File: config.mk
export PLATFORM = sky130hd
export DESIGN_NAME = energy_detect_power_control
export DESIGN_NICKNAME = d
export VERILOG_FILES = /design/src/energy_detect_pkg.sv /design/src/energy_detect_power_control.sv
export SDC_FILE = /design/constraint.sdc
export NUM_CORES = 1
export LEC_CHECK = 0
export ABC_AREA = 1
export BUFFER_PORTS_ARGS = -buffer_cell sky130_fd_sc_hd__buf_2
export CAP_MARGIN = 15
export CORE_MARGIN = 5
export CORE_UTILIZATION = 59
export CTS_CLUSTER_SIZE = 12
export DETAILED_ROUTE_END_ITERATION = 8
export GPL_ROUTABILITY_DRIVEN = 0
export PLACE_DENSITY = 0.87
export SLEW_MARGIN = 20
export SYNTH_ARGS = -nofsm -noshare
export SYNTH_HDL_FRONTEND = slang
export SYNTH_SLANG_ARGS = --single-unit
File: constraint.sdc
create_clock -name sys_clk -period 3.2 [get_ports sys_clk]
set_clock_uncertainty 0.15 [all_clocks]
set_input_delay 0.32 -clock sys_clk [delete_from_list [all_inputs] [get_ports sys_clk]]
set_output_delay 0.32 -clock sys_clk [all_outputs]
set_load 0.01 [all_outputs]
File: src/energy_detect_pkg.sv
// Package of register layout, reset values and timing for the energy-detect power control.
package energy_detect_pkg;
   // ==========================================================================
   // Register map
   localparam logic [4:0] energy_detect_control_status_addr = 5'h1d;
   localparam int bit_allow = 15;
   localparam int bit_auto_up = 14;
   localparam int bit_auto_down = 13;
   localparam int bit_manual = 12;
   localparam int bit_burst_dis = 11;
   localparam int bit_power_state = 10;
   localparam int bit_err_met = 9;
   localparam int bit_data_met = 8;
   localparam int err_thr_lsb = 4;
   localparam int data_thr_lsb = 0;
   localparam logic [3:0] threshold_reset = 4'h1;
   localparam logic [2:0] burst_pulses = 3'h4;
   localparam logic [2:0] single_pulse = 3'h1;
   localparam logic [1:0] strap_settle = 2'h2;
   // ==========================================================================
   // Timing
   localparam longint clk_hz = 20000000;
   localparam longint quiet_time_ms = 2000;
   localparam longint quiet_cycles_calc = (clk_hz * quiet_time_ms) / 1000;
   localparam logic [31:0] quiet_cycles = quiet_cycles_calc[31:0];
   localparam int quiet_cycles_int = 40000000;

   // Management access from the serial management engine.
   typedef struct packed
   {
      logic wr;
      logic rd;
      logic [4:0] addr;
      logic [15:0] wdata;
   } mgmt_req_t;

   // Events seen on the cable.
   typedef struct packed
   {
      logic data_event;
      logic error_event;
      logic energy_present;
   } line_event_t;

   typedef enum logic [1:0] {st_down, st_up} power_state_t;

   typedef struct packed
   {
      logic allow;
      logic auto_up;
      logic auto_down;
      logic manual;
      logic burst_dis;
      power_state_t state;
      logic err_met;
      logic data_met;
      logic [3:0] err_thr;
      logic [3:0] data_thr;
      logic [3:0] data_cnt;
      logic [3:0] err_cnt;
      logic [31:0] quiet_cnt;
      logic [2:0] pulses_left;
      logic [15:0] rdata;
      logic strap_taken;
      logic strap_s1;
      logic strap_s2;
      logic [1:0] strap_age;
      line_event_t ev_s1;
      line_event_t ev_s2;
   } ed_state_t;

   // Saturating four-bit count increment.
   function automatic logic [3:0] sat_inc(input logic [3:0] v);
      sat_inc = (v == 4'hf) ? v : v + 4'h1;
   endfunction
endpackage

File: src/energy_detect_power_control.sv
// Energy-detect power control for one transceiver port.
// Overview of operation
// - Strap-reset enable bit gates energy detect
// - Auto power-up when data count meets threshold
// - Auto power-down once energy disappears
// - Self-clearing manual bit toggles power state
// - Send four pulses, one if burst disabled
// - Read-only bit shows current power state
// - Error flag clear-on-read, informational only
// - Data flag sets when count meets threshold
// - Error threshold field resets to one
// - Data threshold field resets to one
// - Counters clear after two quiet seconds
module energy_detect_power_control
   import energy_detect_pkg::*;
#(
   parameter logic [31:0] quiet_limit = quiet_cycles
)
(
   input wire logic sys_clk,
   input wire logic rst,
   input wire logic clk_en,
   input wire logic strap_allow,
   input wire mgmt_req_t mgmt,
   output logic [15:0] mgmt_rdata,
   input wire line_event_t line_in,
   output logic line_driver_power,
   output logic pulse_strobe
);
   ed_state_t cur_ff;
   ed_state_t nxt_ff;
   logic access;
   logic data_hit;
   logic err_hit;
   logic manual_go;
   logic [15:0] reg_img;

   // ==========================================================================
   // Next-state logic
   always_comb
   begin
      nxt_ff = cur_ff;
      access = (mgmt.addr == energy_detect_control_status_addr);
      // ======================================================================
      // Input synchronisers
      nxt_ff.ev_s1 = line_in;
      nxt_ff.ev_s2 = cur_ff.ev_s1;
      nxt_ff.strap_s1 = strap_allow;
      nxt_ff.strap_s2 = cur_ff.strap_s1;
      // The strap is taken once its second flip-flop holds a settled level.
      if (cur_ff.strap_age != strap_settle)
         nxt_ff.strap_age = cur_ff.strap_age + 2'h1;
      else if (!cur_ff.strap_taken)
      begin
         nxt_ff.allow = cur_ff.strap_s2;
         nxt_ff.strap_taken = 1'b1;
      end
      // ======================================================================
      // Event counters
      // Counters count events and stick at full scale.
      if (cur_ff.ev_s2.data_event)
         nxt_ff.data_cnt = sat_inc(cur_ff.data_cnt);
      if (cur_ff.ev_s2.error_event)
         nxt_ff.err_cnt = sat_inc(cur_ff.err_cnt);
      if (cur_ff.ev_s2.data_event)
         nxt_ff.quiet_cnt = 32'h0000_0000;
      else if (cur_ff.quiet_cnt >= quiet_limit - 32'h0000_0001)
      begin
         nxt_ff.quiet_cnt = 32'h0000_0000;
         nxt_ff.data_cnt = 4'h0;
         nxt_ff.err_cnt = 4'h0;
      end
      else
         nxt_ff.quiet_cnt = cur_ff.quiet_cnt + 32'h0000_0001;
      data_hit = (cur_ff.data_cnt >= cur_ff.data_thr);
      err_hit = (cur_ff.err_cnt >= cur_ff.err_thr);
      manual_go = cur_ff.manual;
      nxt_ff.manual = 1'b0;
      // ======================================================================
      // Register access
      reg_img = 16'h0000;
      reg_img[bit_allow] = cur_ff.allow;
      reg_img[bit_auto_up] = cur_ff.auto_up;
      reg_img[bit_auto_down] = cur_ff.auto_down;
      reg_img[bit_manual] = cur_ff.manual;
      reg_img[bit_burst_dis] = cur_ff.burst_dis;
      reg_img[bit_power_state] = (cur_ff.state == st_up);
      reg_img[bit_err_met] = cur_ff.err_met;
      reg_img[bit_data_met] = cur_ff.data_met;
      reg_img[err_thr_lsb +: 4] = cur_ff.err_thr;
      reg_img[data_thr_lsb +: 4] = cur_ff.data_thr;
      // Read returns the register image, then clears the met flags.
      nxt_ff.rdata = cur_ff.rdata;
      if (mgmt.rd && access)
      begin
         nxt_ff.rdata = reg_img;
         nxt_ff.err_met = 1'b0;
         nxt_ff.data_met = 1'b0;
      end
      // A threshold crossing in the read cycle is kept: set wins.
      if (err_hit)
         nxt_ff.err_met = 1'b1;
      if (data_hit)
         nxt_ff.data_met = 1'b1;
      if (mgmt.wr && access)
      begin
         nxt_ff.allow = mgmt.wdata[bit_allow];
         nxt_ff.auto_up = mgmt.wdata[bit_auto_up];
         nxt_ff.auto_down = mgmt.wdata[bit_auto_down];
         nxt_ff.manual = mgmt.wdata[bit_manual];
         nxt_ff.burst_dis = mgmt.wdata[bit_burst_dis];
         nxt_ff.err_thr = mgmt.wdata[err_thr_lsb +: 4];
         nxt_ff.data_thr = mgmt.wdata[data_thr_lsb +: 4];
      end
      if (cur_ff.pulses_left != 3'h0)
         nxt_ff.pulses_left = cur_ff.pulses_left - 3'h1;
      // ======================================================================
      // Power state
      // Power state machine; manual toggle ignores thresholds and timers.
      if (cur_ff.allow)
      begin
         unique case (cur_ff.state)
            st_down:
            begin
               if (manual_go || (cur_ff.auto_up && data_hit))
               begin
                  nxt_ff.state = st_up;
                  nxt_ff.pulses_left = cur_ff.burst_dis ? single_pulse : burst_pulses;
                  nxt_ff.data_cnt = 4'h0;
               end
            end
            st_up:
            begin
               if (manual_go || (cur_ff.auto_down && !cur_ff.ev_s2.energy_present))
                  nxt_ff.state = st_down;
            end
            default:
               nxt_ff.state = st_down;
         endcase
      end
      else
         nxt_ff.state = st_up;
   end

   // ==========================================================================
   // State register
   always_ff @(posedge sys_clk or posedge rst)
   begin
      if (rst)
      begin
         cur_ff <= '0;
         cur_ff.auto_up <= 1'b1;
         cur_ff.auto_down <= 1'b1;
         cur_ff.err_thr <= threshold_reset;
         cur_ff.data_thr <= threshold_reset;
         cur_ff.state <= st_up;
      end
      else if (clk_en)
         cur_ff <= nxt_ff;
   end

   assign mgmt_rdata = cur_ff.rdata;
   assign line_driver_power = (cur_ff.state == st_up);
   assign pulse_strobe = (cur_ff.pulses_left != 3'h0);
endmodule

==> impl_metrics.tcl, run 1 <==
set metrics [dict create \
    power_per_cell_area_nw_per_um2 569 \
    worst_ir_drop_vdd_mv 0.431 \
    synth-adder-area-share_pct 3.77 \
    ys_dominant_reg_cell "dfrtp_1" \
    timing.critical_path.fanout_max 26 \
    worst-path-buf-inv 2 \
    layout.cells.most_common_list "nand2_1, dfrtp_1, inv_1, nor2_1, buf_2" \
    part_of_the_yosys_area_used_for_sequential_elements_pct 46.5 \
    power.share.switching_pct 33.5 \
    maxCapViolations 0 \
    numCtsBuffers 9 \
    power.share.clock_pct 27.8 \
    postSynth.asyncResetShare_pct 100 \
    post_synth_main_area_contributors "dfrtp_1, nand2_1, inv_1" \
    hold-path-cell-count 3 \
    routed-via-count 3770 \
    detail_route.wl_per_cell_um 13.6 \
    hold_viol_final 0 \
    power.leakage_uw 0.00249 \
    setup.worst_path.start_class "flip-flop" \
    die_area_sq_um 9740 \
    routed_wl_um 9580 \
    crit_type "reg2reg" \
    finalNonFillerCells 705 \
    remaining_drc_errors 0 \
    timing.final.crit_period_ns 2.13 \
    synth_cells 567 \
    grt_start_max_net_pins 57 \
    post_cts_buffers 0 \
    clockRootBuffer "clkbuf_8" \
    worst-endpoint-arrival_ns 2.24 \
    internal_power_uw 1910 \
    yosysWarningCount 0 \
    chipWidth_um 98.7 \
    clkSinkCount 86 \
    cts.path.max_buffers 2 \
    synth.distinct_cells 41 \
    final_antenna_net_count 0 \
    critPathSlowestCell "dfrtp_1" \
    syn_avg_cell_area_sq_um 8.19 \
    tightest_slew_ns 0.670 \
    overflow 0 \
    setup_tns_ns 0 \
    path_clk_slew_ns 0.09 \
    timing.critical_path.slowest_cell_delay_ns 0.45 \
    drv_slew 0 \
    first_pass_grt_wire_length_um 16800 \
    pin_count 48 \
    worstSetupPathDepth 10 \
    num-nets-final 642 \
    post-synth-top-area-cell "dfrtp_1" \
    simple_gate_portion_of_the_synthesized_area_pct 23.0 \
    p_comb_share_pct 23.2 \
    final.period_utilization_pct 66.5 \
    cts_tree "built" \
    die_h_um 98.7 \
    yosys-mux-area-fraction_pct 0.728 \
    clock_latency_ns 0.36 \
    postCtsResizedCells 0 \
    grt_util_all_layers_pct 20.9 \
    drtIter0Drc 238 \
    dp_wirelength_um 6880 \
    power.switching_uw 964 \
    drive_gt1_share_pct 16.4 \
    grt_antenna_before_repair 0 \
    combinational_family_with_the_most_area_after_synthesis "simple AND/OR/NAND/NOR gates" \
    synth.top_cell.area_share_pct 43.7 \
    worstRegToRegCells 10 \
    syn-cell-area_sq_um 4640 \
    io_buffers 44 \
    first_global_vias 3859 \
    f_max_ghz 0.470 \
    setup-violations-final 0 \
    layout.cells.most_common "nand2_1" \
    detail_route.first_pass.iterations 6 \
    rsz0062_at_grt "no" \
    placement_rows 32 \
    design.core.area_sq_um 7690 \
    timing.hold.worst.class "in2reg" \
    route.detailed.vias_per_inst 5.35 \
    synth-compound-area-share_pct 11.3 \
    timing.max_slew.rel_slack_pct 55.3 \
    num_antenna_cells 0 \
    worst_ep_required_time_ns 3.31 \
    starting_density_of_the_core_pct 60.4 \
    outcome "complete, no violations" \
    post-place-cells 688 \
    number_of_synthesized_flops_with_an_enable_pin 0 \
    critPathMostFrequentCell "nand2_1" \
    syn_nets 611 \
    critical_path_cell_list "ha_1 -> nand3_1 -> inv_1 -> nand2_4 -> clkinv_4 -> nand2_1 -> nand2_1 -> nand2_2 -> nand3_4 -> o21ai_0" \
    cpLargestDelayFamily "simple AND/OR/NAND/NOR gates" \
    cts_htree_levels 3 \
    final.fill_count 622 \
    synthXorXnorAreaFrac_pct 3.96 \
    sequential_group_share_of_total_power_pct 48.9 \
    synth-seq-cells 86 \
    area_delta_synth_final_pct 8.76 \
    crit_path_end_kind "flip-flop" \
]
cells by family after synthesis:
family	Yosys count
AND/OR/NAND/NOR	247
buffers and inverters	107
adder cells (fa/ha/maj)	14
XOR/XNOR	21
multiplexers	2
AO/OA/AOI/OAI	90
flip-flops	86
flip-flops by register name (all words and copies together), names as in the netlist:
name	cells
cur_ff	69
mgmt_rdata	16
manual_go	1
synthesized netlist by cell type, types with 2 or more instances:
library cell,count
buf_4,17
inv_1,74
nand2_2,3
nor2_2,3
xor2_1,19
a31oi_1,2
xnor2_1,2
nand3_2,2
o21ai_2,6
nor2_1,52
o21ai_0,35
a211oi_1,2
nand2_1,135
nand4_1,4
ha_1,14
nor3_2,2
dfstp_2,5
nand3_1,29
clkbuf_1,12
o22ai_1,12
nor3_1,11
a21oi_1,21
o21ai_1,4
a21boi_0,2
o22ai_2,2
dfrtp_1,81
o21bai_1,2
final timing paths:
path                       slack (ns)                      to              startpoint
setup / recovery                 1.07  cur_ff[49]$_DFFE_PP0P_  cur_ff[30]$_DFFE_PP0P_
hold / removal                   0.02   cur_ff[5]$_DFFE_PP0P_              line_in[2]
setup reg to reg                 1.07  cur_ff[49]$_DFFE_PP0P_  cur_ff[30]$_DFFE_PP0P_
hold reg to reg                  0.32  cur_ff[10]$_DFFE_PP0P_  cur_ff[10]$_DFFE_PP0P_
max in group asynchronous        1.75  cur_ff[45]$_DFFE_PP0P_                     rst
min in group asynchronous        0.46  cur_ff[71]$_DFFE_PP0P_                     rst
area by class of cell:
type / instances / area (sq um) / area share [%]
inverter: 76 / 293 / 5.80
timing repair buffer: 51 / 275 / 5.45
multi-input combinational: 374 / 1990 / 39.4
tap: 102 / 128 / 2.53
clock inverter: 7 / 81.3 / 1.61
sequential: 86 / 2160 / 42.8
clock buffer: 9 / 124 / 2.45
power by group through the flow:
stage	Sequential (uW)	Combinational, uW	Clock, uW
2_1_floorplan	1390	535	0
3_3_place_gp	1410	604	0
3_5_place_dp	1420	660	0
4_1_cts	1410	672	807
5_1_grt	1430	777	855
6_report	1410	668	800
metal layers:
metal / share of wire, % / vias to the layer above / track usage, % / wire (um)
met2: 49 / 119 / 35.8 / 4710
met1: 43 / 1772 / 25.7 / 4140
met5: 0 / - / 0 / 0
met4: 2.1 / 0 / 7.14 / 201
li1: - / 1853 / - / -
met3: 5.5 / 26 / 5.31 / 526
metrics by stage:
step / hold WS [ns] / power (uW) / util (%) / area [sq um] / setup slack [ns]
2_1_floorplan: 0.278 / 1930 / - / 4640 / 0.516
3_3_place_gp: 0.292 / 2020 / 62.9 / 4830 / 1.15
3_5_place_dp: 0.293 / 2080 / 62.9 / 4830 / 1.06
4_1_cts: 0.0115 / 2880 / 65.5 / 5040 / 1.04
5_1_grt: 0.0217 / 3060 / 65.7 / 5050 / 0.874
6_report: 0.0238 / 2870 / 65.7 / 5050 / 1.07
worst reg2reg max path: cells and delay by family (launching register included):
kind / cells / cell delay (ns)
AO/OA/AOI/OAI: 1 / 0.31
adder cells (fa/ha/maj): 1 / 0.26
buffers and inverters: 2 / 0.14
flip-flops: 1 / 0.45
AND/OR/NAND/NOR: 6 / 0.74
what timing repair did:
item                       CTS  global route
hold buffers                 0             1
hold endpoints to repair     0            36
setup endpoints to repair    0             0
(Power assumes the default switching activity.)
==> run 2: changes to the inputs <==
- ABC_AREA: 1 -> 0
- clock period: 3.2 -> 2.2 ns (I/O delays scaled with it)
==> impl_metrics.tcl, run 2 <==
set metrics [dict create \
    part_of_the_yosys_area_used_for_sequential_elements_pct 49.3 \
    cts_htree_levels 3 \
    drtIter0Drc 425 \
    starting_density_of_the_core_pct 60.3 \
    postSynth.asyncResetShare_pct 100 \
    worst_ep_required_time_ns 2.26 \
    syn-cell-area_sq_um 4380 \
    power_per_cell_area_nw_per_um2 910 \
    layout.cells.most_common_list "dfrtp_1, buf_2, buf_4, nand2_1, mux2_2" \
    post_synth_main_area_contributors "dfrtp_1, mux2_2, ha_1" \
    cpLargestDelayFamily "compound AO/OA/AOI/OAI gates" \
    grt_start_max_net_pins 36 \
    synthXorXnorAreaFrac_pct 0.600 \
    placement_rows 31 \
    first_pass_grt_wire_length_um 18300 \
    timing.final.crit_period_ns 2.33 \
    num_antenna_cells 0 \
    number_of_synthesized_flops_with_an_enable_pin 0 \
    crit_type "reg2reg" \
    critical_path_cell_list "nor4_4 -> nand4_1 -> a311oi_4 -> buf_4 -> nor4_4 -> buf_6 -> o21ai_0 -> a31oi_1" \
    overflow 0 \
    outcome "finished with violations" \
    worst-endpoint-arrival_ns 2.39 \
    layout.cells.most_common "dfrtp_1" \
    setup_tns_ns -1.08 \
    design.core.area_sq_um 7250 \
    clkSinkCount 86 \
    clockRootBuffer "clkbuf_8" \
    critPathMostFrequentCell "nor4_4" \
    final.setup.worst_slack_ns -0.130 \
    timing.hold.worst.class "in2reg" \
    drive_gt1_share_pct 35.8 \
    hold-path-cell-count 4 \
    synth_cells 424 \
    grt_util_all_layers_pct 25.9 \
    cts.path.max_buffers 2 \
    worstRegToRegCells 8 \
    synth-compound-area-share_pct 12.3 \
    grt_antenna_before_repair 0 \
    clock_latency_ns 0.38 \
    combinational_family_with_the_most_area_after_synthesis "simple AND/OR/NAND/NOR gates" \
    chipWidth_um 96.1 \
    dp_wirelength_um 6880 \
    setup-violations-final 19 \
    yosys-mux-area-fraction_pct 10.3 \
    drv_slew 0 \
    largest-register "cur_ff" \
    route.detailed.vias_per_inst 6.33 \
    netlist_top_cells_count "dfrtp_1, nand2_1, mux2_2" \
    post-layout-total-power_uw 5100 \
    syn_nets 468 \
    postLayoutCoreUtil_pct 77.2 \
    post-synth-top-area-cell "dfrtp_1" \
    maxCapViolations 0 \
    die_area_sq_um 9240 \
    timing.critical_path.slowest_cell_delay_ns 0.45 \
    pin_count 48 \
    detail_route.wl_per_cell_um 20.4 \
    path_clk_slew_ns 0.10 \
    yosysMostFrequentCell "dfrtp_1" \
    yosysWarningCount 0 \
    f_max_ghz 0.429 \
    numCtsBuffers 9 \
    hold_viol_final 0 \
    worst-path-buf-inv 2 \
    largest_register_ffs 69 \
    remaining_drc_errors 0 \
    synth.top_cell.area_share_pct 46.3 \
    setup.worst_path.start_class "flip-flop" \
    detail_route.first_pass.iterations 5 \
    global_route_layer_with_the_greatest_usage "met2" \
    synth-seq-cells 86 \
    groute.layer.met1.usage_pct 32.3 \
    stdcell_area_sq_um 5600 \
    simple_gate_portion_of_the_synthesized_area_pct 17.1 \
    rsz0062_at_grt "yes" \
    final.period_utilization_pct 106 \
    worstSetupPathDepth 8 \
    worst_ir_drop_vdd_mv 0.570 \
    cts_tree "built" \
    met2_track_usage_gr_pct 43.0 \
    final_antenna_net_count 0 \
    crit_path_end_kind "flip-flop" \
    synth.distinct_cells 50 \
    dpl_cell_area_sq_um 4870 \
    synth-adder-area-share_pct 4.00 \
    use_met3_pct 4.85 \
    tightest_slew_ns 0.578 \
    io_buffers 44 \
    timing.critical_path.fanout_max 6 \
    first_global_vias 3765 \
    area_delta_synth_final_pct 28.0 \
    routed_wl_um 12700 \
    routed-via-count 3928 \
    ys_dominant_reg_cell "dfrtp_1" \
    power.leakage_uw 0.00264 \
    num-nets-final 561 \
    failing_checks "setup timing" \
    syn_avg_cell_area_sq_um 10.3 \
    die_h_um 96.1 \
    timing.max_slew.rel_slack_pct 61.4 \
    critPathSlowestCell "a311oi_4" \
]
==> run 2: worst reg2reg max path, stage by stage, from the launching register on <==
cell and delay, ns:
dfrtp_1 0.42, nor4_4 0.31, nand4_1 0.20, a311oi_4 0.45, buf_4 0.21, nor4_4 0.04, buf_6 0.14, o21ai_0 0.09
a31oi_1 0.17
==> run 2: cell families (layout without fill, tap and decap cells) <==
family | after synthesis | in the layout
DFF | 86 | 86
buffers and inverters | 57 | 154
muxes | 41 | 41
adders and majority gates | 14 | 14
AOI/OAI and AO/OA | 81 | 81
and+or+nand+nor | 142 | 143
xor gates and xnor gates | 3 | 3
==> run 2: timing repair <==
action	4_1_cts	5_1_grt
setup buffers	3	14
endpoints found under the hold margin	33	0
resized for setup	16	31
hold buffers	17	0
setup endpoints to repair	29	36
pin swaps	13	22
cloned	0	1
==> run 2: routing by layer <==
layer / up-vias / routed length, um
li1: 1715 / -
met1: 1883 / 4660
met2: 257 / 6440
met3: 73 / 957
met4: 0 / 588
met5: - / 0
==> run 2: path summary, 6_finish.rpt <==
check                                       start                     end  slack, ns
setup / recovery           cur_ff[54]$_DFFE_PP0P_  cur_ff[48]$_DFFE_PP0P_      -0.13
hold / removal                           mgmt[15]  cur_ff[86]$_DFFE_PP0P_       0.09
setup reg to reg           cur_ff[54]$_DFFE_PP0P_  cur_ff[48]$_DFFE_PP0P_      -0.13
hold reg to reg            cur_ff[10]$_DFFE_PP0P_  cur_ff[10]$_DFFE_PP0P_       0.33
max in group asynchronous                     rst  cur_ff[74]$_DFFE_PP1P_       1.01
min in group asynchronous                     rst   cur_ff[3]$_DFFE_PP0P_       0.28
==> run 2: final cells by class <==
class | instances | area, sq um
multi-input cells | 282 | 2170
flip-flops and latches | 86 | 2160
fillers | 400 | 1650
repair buffers | 113 | 846
clock buffers | 9 | 124
well taps | 99 | 124
inverters | 25 | 97.6
clock inverters | 7 | 81.3
==> run 2: power breakdown <==
| part | total, uW | internal (uW) | switching, uW |
|---|---|---|---|
| logic | 1660 | 796 | 863 |
| registers | 2250 | 1900 | 352 |
| clock network | 1190 | 540 | 647 |
| total | 5100 | 3240 | 1860 |
==> run 2: through the flow <==
stage	setup WS [ns]	hold WS (ns)	instances
3_3_place_gp	-0.160	0.152	571
5_1_grt	-0.168	0.105	621
6_report	-0.130	0.0897	621
3_5_place_dp	-0.365	0.146	571
4_1_cts	-0.103	0.0429	607
2_1_floorplan	0.0195	0.217	424
==> run 3: changes to the inputs <==
- ABC_AREA: 0 -> not set
- SKIP_CTS_REPAIR_TIMING: not set -> 1
==> impl_metrics.tcl, run 3 (synthesized netlist as in run 2, its figures left out) <==
set metrics [dict create \
    outcome "finished with violations" \
    failing_checks "setup timing" \
    power.share.clock_pct 23.5 \
    internal_power_uw 3170 \
    worst_ir_drop_vdd_mv 0.576 \
    timing.critical_path.fanout_max 6 \
    f_max_ghz 0.426 \
    setup.worst_path.start_class "flip-flop" \
    timing.final.crit_period_ns 2.35 \
    crit_type "reg2reg" \
    power_per_cell_area_nw_per_um2 905 \
    setup_tns_ns -2.60 \
    postLayoutCoreUtil_pct 75.7 \
    dpl_cell_area_sq_um 4870 \
    final.period_utilization_pct 107 \
    r2r_start "cur_ff[48]$_DFFE_PP0P_" \
    area_delta_synth_final_pct 25.5 \
    design.core.area_sq_um 7250 \
    post-layout-total-power_uw 4970 \
    tightest_slew_ns 0.586 \
    cts_htree_levels 3 \
    numCtsBuffers 9 \
    setup-violations-final 31 \
    overflow 0 \
    global_route_layer_with_the_greatest_usage "met2" \
    power.leakage_uw 0.00260 \
    layout.cells.most_common_list "dfrtp_1, buf_2, buf_4, nand2_1, mux2_2" \
    timing.max_slew.rel_slack_pct 60.8 \
    first_global_vias 3562 \
    routed_wl_um 12200 \
    grt_antenna_before_repair 0 \
    hold_viol_final 0 \
    num-nets-final 557 \
    p_comb_share_pct 31.2 \
    worst_ep_required_time_ns 2.31 \
    num_antenna_cells 0 \
    stdcell_area_sq_um 5490 \
    power.share.switching_pct 36.3 \
    dp_wirelength_um 6880 \
    drive_gt1_share_pct 33.6 \
    clock_latency_ns 0.37 \
    placement_rows 31 \
    drtIter0Drc 461 \
    cts.path.max_buffers 2 \
    clockRootBuffer "clkbuf_8" \
    io_buffers 44 \
    rsz0062_at_grt "yes" \
    path_clk_slew_ns 0.09 \
    layout.cells.most_common "dfrtp_1" \
    routed-via-count 3862 \
    largest_register_ffs 69 \
    worstReg2RegEnd "cur_ff[47]$_DFFE_PP0P_" \
    timing.hold.worst.class "in2reg" \
    endpoint_with_the_worst_hold_slack "cur_ff[86]$_DFFE_PP0P_" \
    pin_count 48 \
    die_area_sq_um 9240 \
    final_antenna_net_count 0 \
    grt_start_max_net_pins 36 \
    maxCapViolations 0 \
    detail_route.first_pass.iterations 5 \
    power.switching_uw 1800 \
    largest-register "cur_ff" \
    reg2reg_slack_ns -0.15 \
    sequential_group_share_of_total_power_pct 45.3 \
    drv_slew 0 \
    first_pass_grt_wire_length_um 16700 \
    route.detailed.vias_per_inst 6.26 \
    clkSinkCount 86 \
    worst_hold_startpoint "mgmt[15]" \
    die_h_um 96.1 \
    met2_track_usage_gr_pct 38.6 \
    use_met3_pct 4.38 \
    preCtsSetupSlack_ns -0.365 \
    detail_route.wl_per_cell_um 19.8 \
    final.setup.worst_slack_ns -0.147 \
    worst-endpoint-arrival_ns 2.46 \
    remaining_drc_errors 0 \
    grt_util_all_layers_pct 23.6 \
    worstRegToRegCells 7 \
    crit_path_end_kind "flip-flop" \
    starting_density_of_the_core_pct 60.3 \
    chipWidth_um 96.1 \
    groute.layer.met1.usage_pct 29.9 \
    hold-path-cell-count 4 \
    cts_tree "built" \
]
[run 3: area by class of cell]
class	count	area [sq um]
Clock buffer	9	124
Tap cell	99	124
Sequential cell	86	2160
Multi-Input combinational cell	281	2090
Inverter	25	97.6
Fill cell	411	1760
Timing Repair Buffer	110	816
Clock inverter	7	81.3
[run 3: worst max-delay path by stage]
stage                           startpoint                     end  slack (ns)  cells after the start
CTS                 cur_ff[54]$_DFFE_PP0P_  cur_ff[54]$_DFFE_PP0P_       -0.44                      5
floorplan           cur_ff[31]$_DFFE_PP0P_  cur_ff[33]$_DFFE_PP0P_        0.02                      8
detailed placement  cur_ff[31]$_DFFE_PP0P_  cur_ff[54]$_DFFE_PP0P_       -0.36                      7
global route        cur_ff[48]$_DFFE_PP0P_  cur_ff[47]$_DFFE_PP0P_       -0.21                      7
finish              cur_ff[48]$_DFFE_PP0P_  cur_ff[47]$_DFFE_PP0P_       -0.15                      7
global placement    cur_ff[31]$_DFFE_PP0P_  cur_ff[48]$_DFFE_PP0P_       -0.16                      7
[run 3: layer usage]
metal  wire length (um)  share of wire (%)
met5                  0                  0
met4                548                4.5
met3                839                6.9
met2               6120                 50
met1               4680                 38
[run 3: stage by stage]
step / cells / hold slack, ns
detailed placement: 571 / 0.146
floorplan: 424 / 0.217
global route: 617 / 0.0750
global placement: 571 / 0.152
finish: 617 / 0.0362
CTS: 587 / -0.245
[run 3: power groups by stage]
stage / Combinational, uW / Sequential (uW) / Clock, uW
after detailed placement: 1280 / 2240 / 0
after floorplan: 873 / 2180 / 0
after global placement: 1180 / 2210 / 0
after global routing: 1690 / 2290 / 1250
final: 1550 / 2250 / 1170
after CTS: 1320 / 2210 / 1160
[run 3: worst max-delay path, stage by stage, from the launching register on]
cell	delay (ns)
dfrtp_1	0.43
nor4_4	0.39
nand4_1	0.22
a311oi_4	0.39
nor3_2	0.09
buf_4	0.15
and3_4	0.15
a211o_1	0.26
